==> config.mk <==
export PLATFORM = sky130hd
export DESIGN_NAME = udc_counter
export DESIGN_NICKNAME = d
export VERILOG_FILES = /design/src/core/udc_counter.v /design/src/core/udc_step.v /design/src/core/udc_sync.v
export VERILOG_INCLUDE_DIRS = /design/src /design/src/include
export SDC_FILE = /design/constraint.sdc
export NUM_CORES = 1
export LEC_CHECK = 0
export ABC_AREA = 1
export BUFFER_PORTS_ARGS = -buffer_cell sky130_fd_sc_hd__buf_2
export CORE_MARGIN = 5
export CORE_UTILIZATION = 40
export CTS_BUF_LIST = sky130_fd_sc_hd__clkbuf_8
export DETAILED_ROUTE_END_ITERATION = 10
export HOLD_SLACK_MARGIN = 0.12
export PLACE_DENSITY = 0.63
export SETUP_SLACK_MARGIN = 0.05
export SLEW_MARGIN = 5
export SYNTH_ARGS = -nofsm -noshare
export SYNTH_HDL_FRONTEND = slang
export SYNTH_SLANG_ARGS = --single-unit
==> constraint.sdc <==
create_clock -name mclk -period 2.2 [get_ports mclk]
set_input_delay 0.22 -clock mclk [delete_from_list [all_inputs] [get_ports mclk]]
set_output_delay 0.22 -clock mclk [all_outputs]
set_load 0.05 [all_outputs]
==> src/include/udc_defines.vh <==
// Constants for the dual-clock up/down counter
`ifndef UDC_DEFINES_VH
`define UDC_DEFINES_VH

// ----------------------------------------------------------------------------
// Count limits
// ----------------------------------------------------------------------------
`define UDC_ZERO 4'h0
`define UDC_DEC_MAX 4'h9
`define UDC_BIN_MAX 4'hf

// ----------------------------------------------------------------------------
// Pin synchroniser layout and reset values
// ----------------------------------------------------------------------------
`define UDC_PIN_WIDTH 8
`define UDC_PIN_UP 0
`define UDC_PIN_DOWN 1
`define UDC_PIN_CLEAR 2
`define UDC_PIN_LOAD_N 3
`define UDC_PIN_PRE_LSB 4
`define UDC_PIN_PRE_MSB 7
`define UDC_PIN_RESET 8'h0b

// ----------------------------------------------------------------------------
// Register port
// ----------------------------------------------------------------------------
`define UDC_ADDR_WIDTH 3
`define UDC_DATA_WIDTH 8
`define UDC_REG_STATUS 3'h0
`define UDC_REG_FAULT 3'h1
`define UDC_REG_PRESET 3'h2
`define UDC_REG_UP_TALLY 3'h3
`define UDC_REG_DOWN_TALLY 3'h4

// ----------------------------------------------------------------------------
// Status register fields
// ----------------------------------------------------------------------------
`define UDC_ST_COUNT_LSB 0
`define UDC_ST_COUNT_MSB 3
`define UDC_ST_CARRY_N 4
`define UDC_ST_BORROW_N 5
`define UDC_ST_LOADING 6
`define UDC_ST_CLEARING 7

// ----------------------------------------------------------------------------
// Fault register fields (write one to clear)
// ----------------------------------------------------------------------------
`define UDC_FLT_BOTH_LOW 0
`define UDC_FLT_RACE 1

`endif
==> src/core/udc_counter.v <==
// Dual-clock up/down counter with preset, clear, terminal counts and status port
//
// Overview of operation
// - A high clear input forces the count to zero regardless of every other input and of the count clocks.
// - With clear and preset-load both active the clear wins and the count ends at zero.
// - While preset-load is low and clear is low the preset data are copied onto the count outputs.
// - When preset-load rises the last loaded value is kept and later count clocks step on from it.
// - While preset-load is high the preset data inputs have no effect on the count.
// - Apart from clear and preset-load, the count changes only after a rising edge on the up clock or on the down clock.
// - An up clock pulse with the down clock high counts up, a down clock pulse with the up clock high counts down.
// - The decade variant runs zero to nine, wrapping nine to zero upward and zero to nine downward.
// - The binary variant runs all sixteen codes with wraps at fifteen and zero, loading and clearing alike.
// - The carry output is low only while the up clock is low and the count is at its maximum.
// - The borrow output is low only while the down clock is low and the count is zero.
`timescale 1ns/100ps
`include "udc_defines.vh"

module udc_counter #(
  parameter DECIMAL = 1
) (
  // Clock and reset
  input wire mclk,
  input wire arst_n,
  // Count clocks
  input wire up_clock,
  input wire down_clock,
  // Clear and preset
  input wire clear_in,
  input wire preset_load_n,
  input wire preset_bit0,
  input wire preset_bit1,
  input wire preset_bit2,
  input wire preset_bit3,
  // Count outputs
  output wire count_bit0,
  output wire count_bit1,
  output wire count_bit2,
  output wire count_bit3,
  // Terminal counts
  output reg carry_out_n,
  output reg borrow_out_n,
  // Register port
  input wire [`UDC_ADDR_WIDTH-1:0] reg_addr,
  input wire [`UDC_DATA_WIDTH-1:0] reg_wdata,
  input wire reg_wr,
  input wire reg_rd,
  output reg [`UDC_DATA_WIDTH-1:0] reg_rdata
);

  localparam [3:0] MAX_COUNT = (DECIMAL != 0) ? `UDC_DEC_MAX : `UDC_BIN_MAX;

  // --------------------------------------------------------------------------
  // Pin synchronisation
  // --------------------------------------------------------------------------
  wire [`UDC_PIN_WIDTH-1:0] pin_raw;
  wire [`UDC_PIN_WIDTH-1:0] pin_s;

  assign pin_raw = {preset_bit3, preset_bit2, preset_bit1, preset_bit0,
                    preset_load_n, clear_in, down_clock, up_clock};

  udc_sync #(
    .WIDTH(`UDC_PIN_WIDTH),
    .RST_VAL(`UDC_PIN_RESET)
  ) u_pin_sync (
    .mclk(mclk),
    .arst_n(arst_n),
    .pin_in(pin_raw),
    .pin_sync(pin_s)
  );

  wire up_s;
  wire down_s;
  wire clear_s;
  wire load_n_s;
  wire [3:0] preset_s;

  assign up_s = pin_s[`UDC_PIN_UP];
  assign down_s = pin_s[`UDC_PIN_DOWN];
  assign clear_s = pin_s[`UDC_PIN_CLEAR];
  assign load_n_s = pin_s[`UDC_PIN_LOAD_N];
  assign preset_s = pin_s[`UDC_PIN_PRE_MSB:`UDC_PIN_PRE_LSB];

  // --------------------------------------------------------------------------
  // Edge detection on synchronised levels
  // --------------------------------------------------------------------------
  reg up_d;
  reg down_d;
  reg clear_d;
  reg load_n_d;

  always @(posedge mclk or negedge arst_n) begin
    if (!arst_n) begin
      up_d <= 1'b1;
      down_d <= 1'b1;
      clear_d <= 1'b0;
      load_n_d <= 1'b1;
    end else begin
      up_d <= up_s;
      down_d <= down_s;
      clear_d <= clear_s;
      load_n_d <= load_n_s;
    end
  end

  wire up_rise;
  wire down_rise;
  wire step_up;
  wire step_down;
  wire both_low;
  wire release_race;

  assign up_rise = up_s & ~up_d;
  assign down_rise = down_s & ~down_d;
  // Direction set by which clock pulses while the other stays high
  assign step_up = up_rise & down_s & ~down_rise;
  assign step_down = down_rise & up_s & ~up_rise;
  // Both clocks low is illegal drive; counting holds and a fault is logged
  assign both_low = ~up_s & ~down_s;
  // Clear and preset-load released in the same sample
  assign release_race = clear_d & ~clear_s & ~load_n_d & load_n_s;

  // --------------------------------------------------------------------------
  // Count state
  // --------------------------------------------------------------------------
  reg [3:0] count;
  reg [3:0] next_count;
  wire [3:0] count_inc;
  wire [3:0] count_dec;

  udc_step #(
    .DECIMAL(DECIMAL),
    .COUNT_UP(1)
  ) u_step_up (
    .cur(count),
    .nxt(count_inc)
  );

  udc_step #(
    .DECIMAL(DECIMAL),
    .COUNT_UP(0)
  ) u_step_down (
    .cur(count),
    .nxt(count_dec)
  );

  always @* begin
    next_count = count;
    if (clear_s) begin
      next_count = `UDC_ZERO;
    end else if (!load_n_s) begin
      next_count = preset_s;
    end else if (step_up && !both_low) begin
      // Preset data ignored here; stepping from the held load value
      next_count = count_inc;
    end else if (step_down && !both_low) begin
      next_count = count_dec;
    end
  end

  always @(posedge mclk or negedge arst_n) begin
    if (!arst_n) begin
      count <= `UDC_ZERO;
    end else begin
      count <= next_count;
    end
  end

  assign count_bit0 = count[0];
  assign count_bit1 = count[1];
  assign count_bit2 = count[2];
  assign count_bit3 = count[3];

  // --------------------------------------------------------------------------
  // Terminal counts, aligned with the count register
  // --------------------------------------------------------------------------
  always @(posedge mclk or negedge arst_n) begin
    if (!arst_n) begin
      carry_out_n <= 1'b1;
      borrow_out_n <= 1'b1;
    end else begin
      carry_out_n <= ~(~up_s & (next_count == MAX_COUNT));
      borrow_out_n <= ~(~down_s & (next_count == `UDC_ZERO));
    end
  end

  // --------------------------------------------------------------------------
  // Fault flags and step tallies
  // --------------------------------------------------------------------------
  reg flt_both_low;
  reg flt_race;
  reg [7:0] up_tally;
  reg [7:0] down_tally;
  wire wr_fault;
  wire wr_up_tally;
  wire wr_down_tally;
  wire counted_up;
  wire counted_down;

  assign wr_fault = reg_wr & (reg_addr == `UDC_REG_FAULT);
  assign wr_up_tally = reg_wr & (reg_addr == `UDC_REG_UP_TALLY);
  assign wr_down_tally = reg_wr & (reg_addr == `UDC_REG_DOWN_TALLY);
  assign counted_up = ~clear_s & load_n_s & step_up & ~both_low;
  assign counted_down = ~clear_s & load_n_s & step_down & ~both_low;

  // New events win over a clearing write in the same cycle
  always @(posedge mclk or negedge arst_n) begin
    if (!arst_n) begin
      flt_both_low <= 1'b0;
      flt_race <= 1'b0;
    end else begin
      if (both_low) begin
        flt_both_low <= 1'b1;
      end else if (wr_fault && reg_wdata[`UDC_FLT_BOTH_LOW]) begin
        flt_both_low <= 1'b0;
      end
      if (release_race) begin
        flt_race <= 1'b1;
      end else if (wr_fault && reg_wdata[`UDC_FLT_RACE]) begin
        flt_race <= 1'b0;
      end
    end
  end

  always @(posedge mclk or negedge arst_n) begin
    if (!arst_n) begin
      up_tally <= 8'h00;
      down_tally <= 8'h00;
    end else begin
      if (counted_up) begin
        up_tally <= up_tally + 8'h01;
      end else if (wr_up_tally) begin
        up_tally <= 8'h00;
      end
      if (counted_down) begin
        down_tally <= down_tally + 8'h01;
      end else if (wr_down_tally) begin
        down_tally <= 8'h00;
      end
    end
  end

  // --------------------------------------------------------------------------
  // Register read path
  // --------------------------------------------------------------------------
  reg [`UDC_DATA_WIDTH-1:0] next_rdata;

  always @* begin
    next_rdata = 8'h00;
    if (reg_rd) begin
      case (reg_addr)
        `UDC_REG_STATUS: begin
          next_rdata[`UDC_ST_COUNT_MSB:`UDC_ST_COUNT_LSB] = count;
          next_rdata[`UDC_ST_CARRY_N] = carry_out_n;
          next_rdata[`UDC_ST_BORROW_N] = borrow_out_n;
          next_rdata[`UDC_ST_LOADING] = ~load_n_s;
          next_rdata[`UDC_ST_CLEARING] = clear_s;
        end
        `UDC_REG_FAULT: begin
          next_rdata[`UDC_FLT_BOTH_LOW] = flt_both_low;
          next_rdata[`UDC_FLT_RACE] = flt_race;
        end
        `UDC_REG_PRESET: begin
          next_rdata[3:0] = preset_s;
        end
        `UDC_REG_UP_TALLY: begin
          next_rdata = up_tally;
        end
        `UDC_REG_DOWN_TALLY: begin
          next_rdata = down_tally;
        end
        default: begin
          next_rdata = 8'h00;
        end
      endcase
    end
  end

  // Read data stand for one cycle only
  always @(posedge mclk or negedge arst_n) begin
    if (!arst_n) begin
      reg_rdata <= 8'h00;
    end else begin
      reg_rdata <= next_rdata;
    end
  end

endmodule // udc_counter

==> src/core/udc_step.v <==
// Successor or predecessor of a 4-bit count, decade or binary
`timescale 1ns/100ps
`include "udc_defines.vh"

module udc_step #(
  parameter DECIMAL = 1,
  parameter COUNT_UP = 1
) (
  // Current state
  input wire [3:0] cur,
  // Next state in the chosen direction
  output reg [3:0] nxt
);

  always @* begin
    nxt = cur;
    if (COUNT_UP != 0) begin
      // Decade codes at or above nine fall back to zero
      if (DECIMAL != 0 && cur >= `UDC_DEC_MAX) begin
        nxt = `UDC_ZERO;
      end else begin
        nxt = cur + 4'h1;
      end
    end else begin
      if (cur == `UDC_ZERO) begin
        nxt = (DECIMAL != 0) ? `UDC_DEC_MAX : `UDC_BIN_MAX;
      end else begin
        // Invalid decade codes walk down into nine
        nxt = cur - 4'h1;
      end
    end
  end

endmodule // udc_step

==> src/core/udc_sync.v <==
// Two-stage synchroniser for a group of pin inputs
`timescale 1ns/100ps

module udc_sync #(
  parameter WIDTH = 8,
  parameter [WIDTH-1:0] RST_VAL = {WIDTH{1'b0}}
) (
  // Clock and reset
  input wire mclk,
  input wire arst_n,
  // Pin side
  input wire [WIDTH-1:0] pin_in,
  // Synchronised side
  output reg [WIDTH-1:0] pin_sync
);

  reg [WIDTH-1:0] stage1;

  always @(posedge mclk or negedge arst_n) begin
    if (!arst_n) begin
      stage1 <= RST_VAL;
      pin_sync <= RST_VAL;
    end else begin
      stage1 <= pin_in;
      pin_sync <= stage1;
    end
  end

endmodule // udc_sync

# Word-level counts from Yosys, hierarchy flattened
# Index checks and enable logic that the tools add are counted.
dict set report classes {
  shift 0
  mux 18
  n_eq_ne 5
  bitwise_logic 32
  n_div 0
  magnitude_cmp 1
  reduce_logical 12
  addsub 4
  multipliers 0
}
# cell n
set ops {}
lappend ops {{$mux 8} 5}
lappend ops {{$mux 4} 6}
lappend ops {{$and 1x1->1} 20}
lappend ops {{$add 8x1->8 const B} 2}
lappend ops {{$not 1->1} 12}
lappend ops {{$pmux 4 s3} 1}
lappend ops {{$pmux 2 s5} 1}
lappend ops {{$logic_not 4->1} 2}
lappend ops {{$pmux 2 s4} 1}
lappend ops {{$reduce_bool 2->1} 4}
lappend ops {{$eq 3x2->1 const B} 2}
lappend ops {{$add 4x1->4 const B} 1}
lappend ops {{$eq 4x4->1 const B} 1}
lappend ops {{$ge 4x4->1 const B} 1}
lappend ops {{$logic_and 1x1->1} 4}
lappend ops {{$mux 1} 4}
lappend ops {{$sub 4x1->4 const B} 1}
lappend ops {{$eq 3x1->1 const B} 1}
lappend ops {{$eq 3x3->1 const B} 1}
lappend ops {{$logic_not 3->1} 1}
lappend ops {{$logic_not 1->1} 1}
dict set report totals {
  memories 0
  ram_bits 0
  mem_bits_ro 0
  regBits 52
  in_bits 23
  out_inout_bits 14
  latchBits 0
  word_cells 86
}

# Depth between registers and ports, before layout
# Gate-level depths: netlist (run 1).
dict set report depth {
  depth_word 12
  mapped_depth 11
  ltp_nobuf 11
}

# By module
# Synthesis (run 1) repeated with hierarchy kept, for this count alone.
dict set report unflattened {
  hier_cells 297
  area_unflattened_um2 2555.0
}
# mod area_per_inst_um2 seq_area_each_um2 n_inst cells_each
set modules_own_cells {}
lappend modules_own_cells {udc_counter 1974.4 907.1 1 247}
lappend modules_own_cells {udc_sync 407.9 407.9 1 16}
lappend modules_own_cells {{udc_step at u_step_up} 110.1 0.0 1 19}
lappend modules_own_cells {{udc_step at u_step_down} 62.6 0.0 1 15}

# Least setup slack after synthesis (run 1)
# Ideal clock, no wire load.
dict set report synth_path {
  path_type {register -> register}
  start {register count[0]}
  end {register carry_out_n}
  t_required_ps 2116
  stages_incl_launch_ff 12
  period_less_slack_ps 1914
  t_arrival_ps 1830
  path_slack_ps 286
  n_path_buf 0
  setup_time_ps 84
  path_cell_list {dfrtp_1 > inv_1 > ha_1 > or2_2 > nand2_1 > nand2_1 > nand2_1 > nand2_1 > nand2_2 > nand2_1 > nor2_1 > nand3_1}
}
dict set report synth_via {
  elab_chain_cells 9
  word_cells_on_any_way 13
  classes_between {add/sub (2); order compare (1); eq/ne (1); mux (6); bitwise (2); reduce/logical (1)}
}
# item line_no
set synth_rtl {}
lappend synth_rtl {{start, declared} udc_counter.v:125} ;# reg [3:0] count;
lappend synth_rtl {{start signal, assigned} udc_counter.v:162} ;# count <= `UDC_ZERO;
lappend synth_rtl {{start signal, assigned} udc_counter.v:164} ;# count <= next_count;
lappend synth_rtl {{$sub 4x1->4 / $logic_not 4->1 (equally long branches)} n/a}
lappend synth_rtl {{$mux 4} udc_step.v:25} ;# if (cur == `UDC_ZERO) begin
lappend synth_rtl {{$mux 4} udc_counter.v:155} ;# end else if (step_down && !both_low) begin
lappend synth_rtl {{$mux 4 *} udc_counter.v:152} ;# end else if (step_up && !both_low) begin
lappend synth_rtl {{$mux 4 *} udc_counter.v:150} ;# end else if (!load_n_s) begin
lappend synth_rtl {{$mux 4 *} udc_counter.v:148} ;# if (clear_s) begin
lappend synth_rtl {{$eq 4x4->1 *} udc_counter.v:181} ;# carry_out_n <= ~(~up_s & (next_count == MAX_COUNT));
lappend synth_rtl {{$and 1x1->1 *} udc_counter.v:181}
lappend synth_rtl {{$not 1->1 *} udc_counter.v:181}
lappend synth_rtl {{end signal, assigned} udc_counter.v:181}
lappend synth_rtl {{end, declared} udc_counter.v:40} ;# output reg carry_out_n,
# Every way passes the cells marked *; elsewhere a longest branch is shown, timed or not.
# A chain may end at the register's enable or synchronous reset.

# Final worst setup path (run 1)
dict set report layout_path {
  start {register count[0]}
  end {register borrow_out_n}
}
dict set report layout_via {
  elab_chain_cells 9
  word_cells_on_any_way 13
  classes_between {add/sub (2); order compare (1); mux (6); bitwise (2); reduce/logical (2)}
}
# item line_no
set layout_rtl {}
lappend layout_rtl {{$sub 4x1->4 / $logic_not 4->1 (equally long branches)} n/a}
lappend layout_rtl {{$mux 4} udc_step.v:25}
lappend layout_rtl {{$mux 4} udc_counter.v:155}
lappend layout_rtl {{$mux 4 *} udc_counter.v:152}
lappend layout_rtl {{$mux 4 *} udc_counter.v:150}
lappend layout_rtl {{$mux 4 *} udc_counter.v:148}
lappend layout_rtl {{$logic_not 4->1 (no source line) *} n/a}
lappend layout_rtl {{$and 1x1->1 *} udc_counter.v:182} ;# borrow_out_n <= ~(~down_s & (next_count == `UDC_ZERO));
lappend layout_rtl {{$not 1->1 *} udc_counter.v:182}
lappend layout_rtl {{end signal, assigned} udc_counter.v:182}
lappend layout_rtl {{end, declared} udc_counter.v:41} ;# output reg borrow_out_n,
# Marks and branches as above.

==> qor.csv, run 1 <==
stage;metric;value;unit
run_status;status;complete, no violations;
worst_setup_path;crit end category;register;
die;Die Wd;87.7;um
cells_and_area;Diodes inserted;0;
power_and_ir_drop;PwrDens;673;mW/mm^2
power_and_ir_drop;maximum vdd drop;367;uV
logic_synthesis;main combinational cell family by area after synthesis;simple AND/OR/NAND/NOR gates;
logic_synthesis;#FFs+latches synth;52;
sta;final hold violation count;0;
cts;clk slew on worst S/H paths;100;ps
cts;worst-skew pair later-pin latency;310;ps
sta;RSZ-0062 raised after global routing;no;
cts;maximum clock path buffer count;2;
sta;crit path time final;1750;ps
logic_synthesis;Cell Area, Synth;0.00241;sq mm
logic_synthesis;fraction of the yosys area taken by sequential cells;54.5;%
cells_and_area;Nets;351;
die;Initial Utilization;41.0;%
worst_setup_path;critical path class;reg2reg;
sta;period utilization;79.5;%
logic_synthesis;mux contribution to synthesized area;0.415;%
worst_setup_path;critical path peak fanout;7;
logic_synthesis;Yosys cell types;32;
sta;Final Max Slew Viols;0;
die;full die area;0.00769;sq mm
cells_and_area;Area growth syn-to-layout;18.5;%
cts;Num CTS Buffers;5;
worst_setup_path;r2r endpoint;borrow_out_n;
cts;clk sinks;52;
route;Vias/cell;4.95;
logic_synthesis;share of the synthesized area in the top cell type;42.5;%
sta;setup TNS;0;ps
worst_setup_path;reg2reg setup slack;450;ps
global_routing;number of global-route vias before repair;1844;
hold_path;Hold EP;reg_rdata[5];
die;number of I/O pins;37;
route;Routed Antenna Nets;0;
worst_setup_path;Worst EP arrival;1990;ps
global_routing;initial antenna violation count;0;
place;Placed Cells;381;
route;DR iter-0 viols;118;
logic_synthesis;synthesized area per cell;8.78;sq um
global_routing;largest net degree at the start of global routing;53;
cts;root buffer cell;clkbuf_8;
place;placed instance area;0.00268;sq mm
logic_synthesis;net count after synthesis;304;
hold_path;Hold Path Origin;reg_rd;
die;Die Height;87.7;um
logic_synthesis;post-synthesis adder-cell area fraction;3.11;%
hold_path;Hold WC Path Type;in2reg;
worst_setup_path;CP required;2440;ps
cells_and_area;layout cell share with drive strength beyond 1;20.7;%
place;GP Congestion;0.836;
flow_run;Max Cap Violations;0;
sta;fmax;0.572;GHz
hold_path;Worst Hold Depth;3;
logic_synthesis;most area-consuming cells after synthesis;dfrtp_1 (42%), dfstp_2 (12%), nand2_1 (9.9%);
sta;Worst-Margin Slew;615;ps
route;vias;1970;
logic_synthesis;Yosys top cell by area;dfrtp_1;
logic_synthesis;YS warnings;0;
place;Final HPWL DP;3840;um
route;final wirelength;5160;um
cts;post-CTS sizing;0;
route;drt pass-1 iters;4;
worst_setup_path;worst r2r src;count[0];
logic_synthesis;Post-Synth XOR/XNOR Area;0.363;%
route;Post-route DRC;0;
worst_setup_path;Critical Path Source Type;register;
cells_and_area;post-layout util;48.6;%
cells_and_area;design area;0.00286;sq mm
die;row count;28;
logic_synthesis;Cells after Synth;275;
logic_synthesis;Synth Area in Compound Gates;12.4;%
worst_setup_path;Reg2Reg Depth;11;
global_routing;GRT Util Overall;14.3;%
sta;max_slew headroom;58.5;%
logic_synthesis;Simple-Gate Fraction of Synth Area;21.5;%
sta;Fin Clk Skew;10.8;ps
global_routing;total congestion overflow;0;
global_routing;first-pass GRT wire length;8560;um
place;IO buf count;30;
die;core box area;0.00589;sq mm
cts;CTS H-tree lvls;2;
route;mean routed wirelength per cell;13.0;um
sta;endpoints failing setup;0;
power_and_ir_drop;leak pwr;1.46;nW
cts;CTS tree;built;
cells_and_area;fin cells;398;
-- timing repair --
item                                   in CTS  in global routing
hold buffers                                9                  0
endpoints found under the hold margin      49                  0
setup buffers                               0                  0
-- synthesized netlist by cell type --
library cell	count
inv_2	4
nand3b_1	2
a21o_1	1
a22oi_1	1
dfstp_2	11
nor2_4	1
a221oi_1	2
a31oi_1	1
a211oi_1	2
nand2_1	64
ha_1	6
a21oi_1	8
or2_2	1
inv_1	44
o21ai_0	13
nand3_1	14
a21oi_2	3
nand2_2	4
nor3_2	1
o221ai_1	2
nand4_1	2
nor2_1	23
o22ai_1	9
nor3_1	3
o32ai_1	2
o211ai_1	3
nor3b_1	2
buf_4	1
xor2_1	1
nor2_2	2
dfrtp_1	41
mux2i_1	1
-- worst max-delay path by stage --
stage | startpoint | endpoint | slack (ps)
floorplan | count[0] | carry_out_n | 290
global placement | count[0] | borrow_out_n | 500
detailed placement | count[0] | borrow_out_n | 490
CTS | count[0] | borrow_out_n | 460
global route | count[0] | borrow_out_n | 280
finish | count[0] | borrow_out_n | 450
-- kinds of logic after synthesis --
family	after synthesis
AOI/OAI and AO/OA	47
xor gates and xnor gates	1
adders and majority gates	6
buffers and inverters	49
DFF	52
muxes	1
and+or+nand+nor	119
-- critical path, cell delays in order (launching register included) --
cell and delay [ps]:
dfrtp_1 480, inv_1 150, ha_1 230, or2_2 270, nand2_1 70, nand2_1 50, nand2_1 70, nand2_1 70
nand2_2 70, nand2_1 50, nor2_1 90, nand3_1 80
-- flip-flops by register name (all words and copies together), names as in the netlist --
register and flops:
up_d 1, reg_rdata 8, flt_race 1, u_pin_sync.stage1 8, down_tally 8, count 4, up_tally 8, carry_out_n 1
u_pin_sync.pin_sync 8, clear_d 1, flt_both_low 1, borrow_out_n 1, down_d 1, load_n_d 1
-- area by class of cell --
cell class	count	area [sq um]
fillers	589	3020
flip-flops and latches	52	1320
multi-input cells	174	912
repair buffers	41	268
inverters	48	180
well taps	75	93.8
clock buffers	5	68.8
clock inverters	3	25.0
-- stage by stage --
step / power, W / hold slack [ps] / setup slack, ps
6_report: 0.00193 / 158 / 451
5_1_grt: 0.00202 / 163 / 277
4_1_cts: 0.00194 / 157 / 455
3_5_place_dp: 0.00136 / 232 / 489
3_3_place_gp: 0.00136 / 228 / 502
2_1_floorplan: 0.00126 / -75.6 / 286
-- power by group --
part / internal (W) / switching [W] / leakage (nW)
logic: 0.0000946 / 0.000192 / 0.769
registers: 0.00102 / 0.0000461 / 0.645
clock network: 0.000233 / 0.000338 / 0.0452
-- cells in the final DEF, fill, tap and decap left out, types with 4 or more instances in the layout --
cell type      count
clkbuf_8           5
nand2_1           64
o22ai_1            9
nor2_1            23
nand2_2            4
inv_2              4
a21oi_1            8
ha_1               6
inv_1             44
o21ai_0           13
dfrtp_1           41
dfstp_2           11
buf_2             30
nand3_1           14
dlygate4sd3_1      9
-- per-layer routing --
| layer | vias up | part of all wire (%) | wire, um | track usage [%] |
|---|---|---|---|---|
| met5 | - | 0 | 0 | 0 |
| met4 | 0 | 1.3 | 66 | 4.18 |
| met3 | 5 | 7.0 | 362 | 3.39 |
| met2 | 63 | 44 | 2280 | 22.4 |
| met1 | 922 | 48 | 2450 | 19.9 |
| li1 | 980 | - | - | - |
No activity file was read; power rests on OpenSTA's default activity.
==> run 2: changes to the inputs <==
--- a/config.mk
+++ b/config.mk
@@ -13,7 +13,7 @@
 export CTS_BUF_LIST = sky130_fd_sc_hd__clkbuf_8
 export DETAILED_ROUTE_END_ITERATION = 10
 export HOLD_SLACK_MARGIN = 0.12
-export PLACE_DENSITY = 0.63
+export PLACE_DENSITY = 0.65
 export SETUP_SLACK_MARGIN = 0.05
 export SLEW_MARGIN = 5
 export SYNTH_ARGS = -nofsm -noshare
==> constraint.sdc (replaced) <==
create_clock -name mclk -period 1.6 [get_ports mclk]
set_input_delay 0.16 -clock mclk [delete_from_list [all_inputs] [get_ports mclk]]
set_output_delay 0.16 -clock mclk [all_outputs]
set_load 0.05 [all_outputs]
==> run 2 against run 1 <==
  * Sequential share of layout area fell by 3.5 points
  * Utilization rose by 4.1 points
  * Sequential power rose by 37%
  * Largest power group unchanged
==> qor.csv, run 2 (same netlist as run 1, synthesis figures left out) <==
stage;metric;value;unit;change
cts;CTS H-tree lvls;2;;unchanged
cts;root buffer cell;clkbuf_8;;
power_and_ir_drop;PwrDens;880;mW/mm^2;+31%
global_routing;largest net degree at the start of global routing;53;;unchanged
worst_setup_path;Critical Path Source Type;register;;
power_and_ir_drop;combinational power share;16.6;%;+1.7 points
place;GP Congestion;0.883;;+5.6%
place;Final HPWL DP;3790;um;-1.1%
sta;Final Max Slew Viols;0;;unchanged
sta;RSZ-0062 raised after global routing;yes;;
sta;endpoints failing setup;0;;unchanged
cts;clk sinks;52;;unchanged
die;core box area;0.00589;sq mm;unchanged
cells_and_area;most frequent cells in the layout;nand2_1 (61), inv_1 (41), dfrtp_1 (38), buf_2 (30), nor2_1 (20);;
power_and_ir_drop;Clk pwr share;29.6;%;about the same
cts;clk slew on worst S/H paths;110;ps;about the same
sta;Hold Worst Slack;208;ps;+49.5 ps
global_routing;GRT Util Overall;14.2;%;-0.11 points
sta;Fin Clk Skew;9.14;ps;-1.63 ps
worst_setup_path;r2r endpoint;borrow_out_n;;
power_and_ir_drop;leak pwr;1.58;nW;+8.3%
route;DR iter-0 viols;135;;+14%
die;number of I/O pins;37;;unchanged
power_and_ir_drop;maximum vdd drop;462;uV;+26%
worst_setup_path;reg2reg setup slack;40;ps;-410 ps
cells_and_area;Storage cell area;0.00132;sq mm;+0.29%
cells_and_area;Area growth syn-to-layout;28.6;%;
global_routing;initial antenna violation count;0;;unchanged
cts;CTS tree;built;;
sta;max_slew headroom;77.0;%;+18 points
cts;worst-skew pair later-pin latency;310;ps;about the same
cells_and_area;fin cells;413;;+3.8%
hold_path;Worst Hold Depth;3;;unchanged
worst_setup_path;critical path peak fanout;7;;unchanged
worst_setup_path;CP required;1840;ps;-600 ps
run_status;status;complete, no violations;;
sta;final hold violation count;0;;unchanged
flow_run;Max Cap Violations;0;;unchanged
global_routing;first-pass GRT wire length;8450;um;-1.3%
worst_setup_path;crit end category;register;;
sta;period utilization;97.3;%;+18 points
cells_and_area;multi-input logic area;0.00102;sq mm;+12%
worst_setup_path;Worst EP arrival;1800;ps;-190 ps
die;row count;28;;unchanged
worst_setup_path;Worst Setup SP;u_pin_sync.pin_sync[0];;
global_routing;total congestion overflow;0;;unchanged
route;final wirelength;5280;um;+2.3%
route;Routed Antenna Nets;0;;unchanged
power_and_ir_drop;sequential share of power;53.8;%;-1.7 points
sta;Worst-Margin Slew;342;ps;-273 ps
place;Placed Cells;385;;+1.0%
route;Post-route DRC;0;;unchanged
cells_and_area;Diodes inserted;0;;unchanged
global_routing;number of global-route vias before repair;1855;;+0.60%
worst_setup_path;critical path class;reg2reg;;
hold_path;Hold EP;flt_race;;
cts;maximum clock path buffer count;2;;unchanged
worst_setup_path;worst r2r src;u_pin_sync.pin_sync[0];;
place;IO buf count;30;;unchanged
route;mean routed wirelength per cell;12.8;um;-1.4%
route;drt pass-1 iters;5;;+1
route;Vias/cell;4.86;;-1.7%
route;vias;2009;;+2.0%
worst_setup_path;Reg2Reg Depth;10;;-1
cts;Num CTS Buffers;5;;unchanged
die;Die Wd;87.7;um;unchanged
power_and_ir_drop;P_sw;0.000828;W;+44%
hold_path;Hold WC Path Type;in2reg;;
die;Initial Utilization;41.0;%;unchanged
cells_and_area;Filler cells;556;;-5.6%
cells_and_area;layout cell share with drive strength beyond 1;30.8;%;+10 points
cells_and_area;Nets;366;;+4.3%
sta;setup TNS;0;ps;unchanged
die;Die Height;87.7;um;unchanged
power_and_ir_drop;Net Sw Frac;30.3;%;+0.39 points
cells_and_area;most common cell after layout, fill and taps aside;nand2_1;;
sta;fmax;0.642;GHz;+12%
sta;crit path time final;1560;ps;-192 ps
power_and_ir_drop;Int Pwr;0.00190;W;+41%
die;full die area;0.00769;sq mm;unchanged
hold_path;Hold Path Origin;reg_wdata[1];;
[run 2: cell count changes in the layout (fill, tap and decap cells not counted), moves of 3 or more]
| cell | previous run | this run |
|---|---|---|
| buf_4 | 1 | 15 |
| inv_4 | 0 | 3 |
| ha_4 | 0 | 3 |
| dfrtp_2 | 0 | 3 |
| nand2_1 | 64 | 61 |
| inv_1 | 44 | 41 |
| o21ai_0 | 13 | 10 |
| dfrtp_1 | 41 | 38 |
| nor2_2 | 2 | 5 |
| ha_1 | 6 | 2 |
| nor2_1 | 23 | 20 |
[run 2: worst max-delay path, cell delays in order (launching register included)]
cell and delay, ps:
dfstp_2 600, nand2_2 80, nor2_4 200, buf_4 150, nand3_1 60, nand2_1 80, nand2_1 50, nand2_1 90
nand2_1 50, nand2_1 50, nand3_1 70
[run 2: worst max path at each step]
stage	end	depth (start not counted)	slack, ps
CTS	up_tally[0]	7	40
global route	borrow_out_n	8	-50
floorplan	carry_out_n	11	30
finish	borrow_out_n	10	40
global placement	up_tally[4]	7	30
detailed placement	up_tally[0]	7	4
[run 2: final cells by class]
cell class	count	share of cell area [%]
clock inverters	3	0.927
multi-input cells	174	33.0
well taps	75	3.02
repair buffers	56	12.3
clock buffers	5	2.22
flip-flops and latches	52	42.5
inverters	48	6.04
[run 2: power groups by stage]
stage               sequential (W)  combinational (W)  clock [W]
CTS                        0.00147           0.000427   0.000836
global route               0.00148           0.000511   0.000894
detailed placement         0.00149           0.000400          0
global placement           0.00149           0.000393          0
finish                     0.00147           0.000455   0.000808
floorplan                  0.00155           0.000202          0
[run 2: metal layers]
metal	GRT usage [%]	share of wire, %
met5	0	0
met4	4.18	1.3
met3	2.82	5.5
met2	23.3	47
met1	19.1	46
[run 2: metrics by stage]
step                utilization, %  total power (W)  worst slack, ps  cell area [sq um]
floorplan                        -          0.00175             28.6               2450
global placement              46.7          0.00188             34.1               2750
detailed placement            46.7          0.00189             4.32               2750
CTS                           50.5          0.00273             43.2               2970
global route                  52.8          0.00289            -50.6               3110
finish                        52.8          0.00273             42.7               3110
[run 2: what timing repair did]
action	in CTS	in global routing
endpoints found under the hold margin	64	0
setup buffers	2	8
resized for setup	2	22
hold buffers	10	0
pin swaps	1	11
setup endpoints to repair	6	18
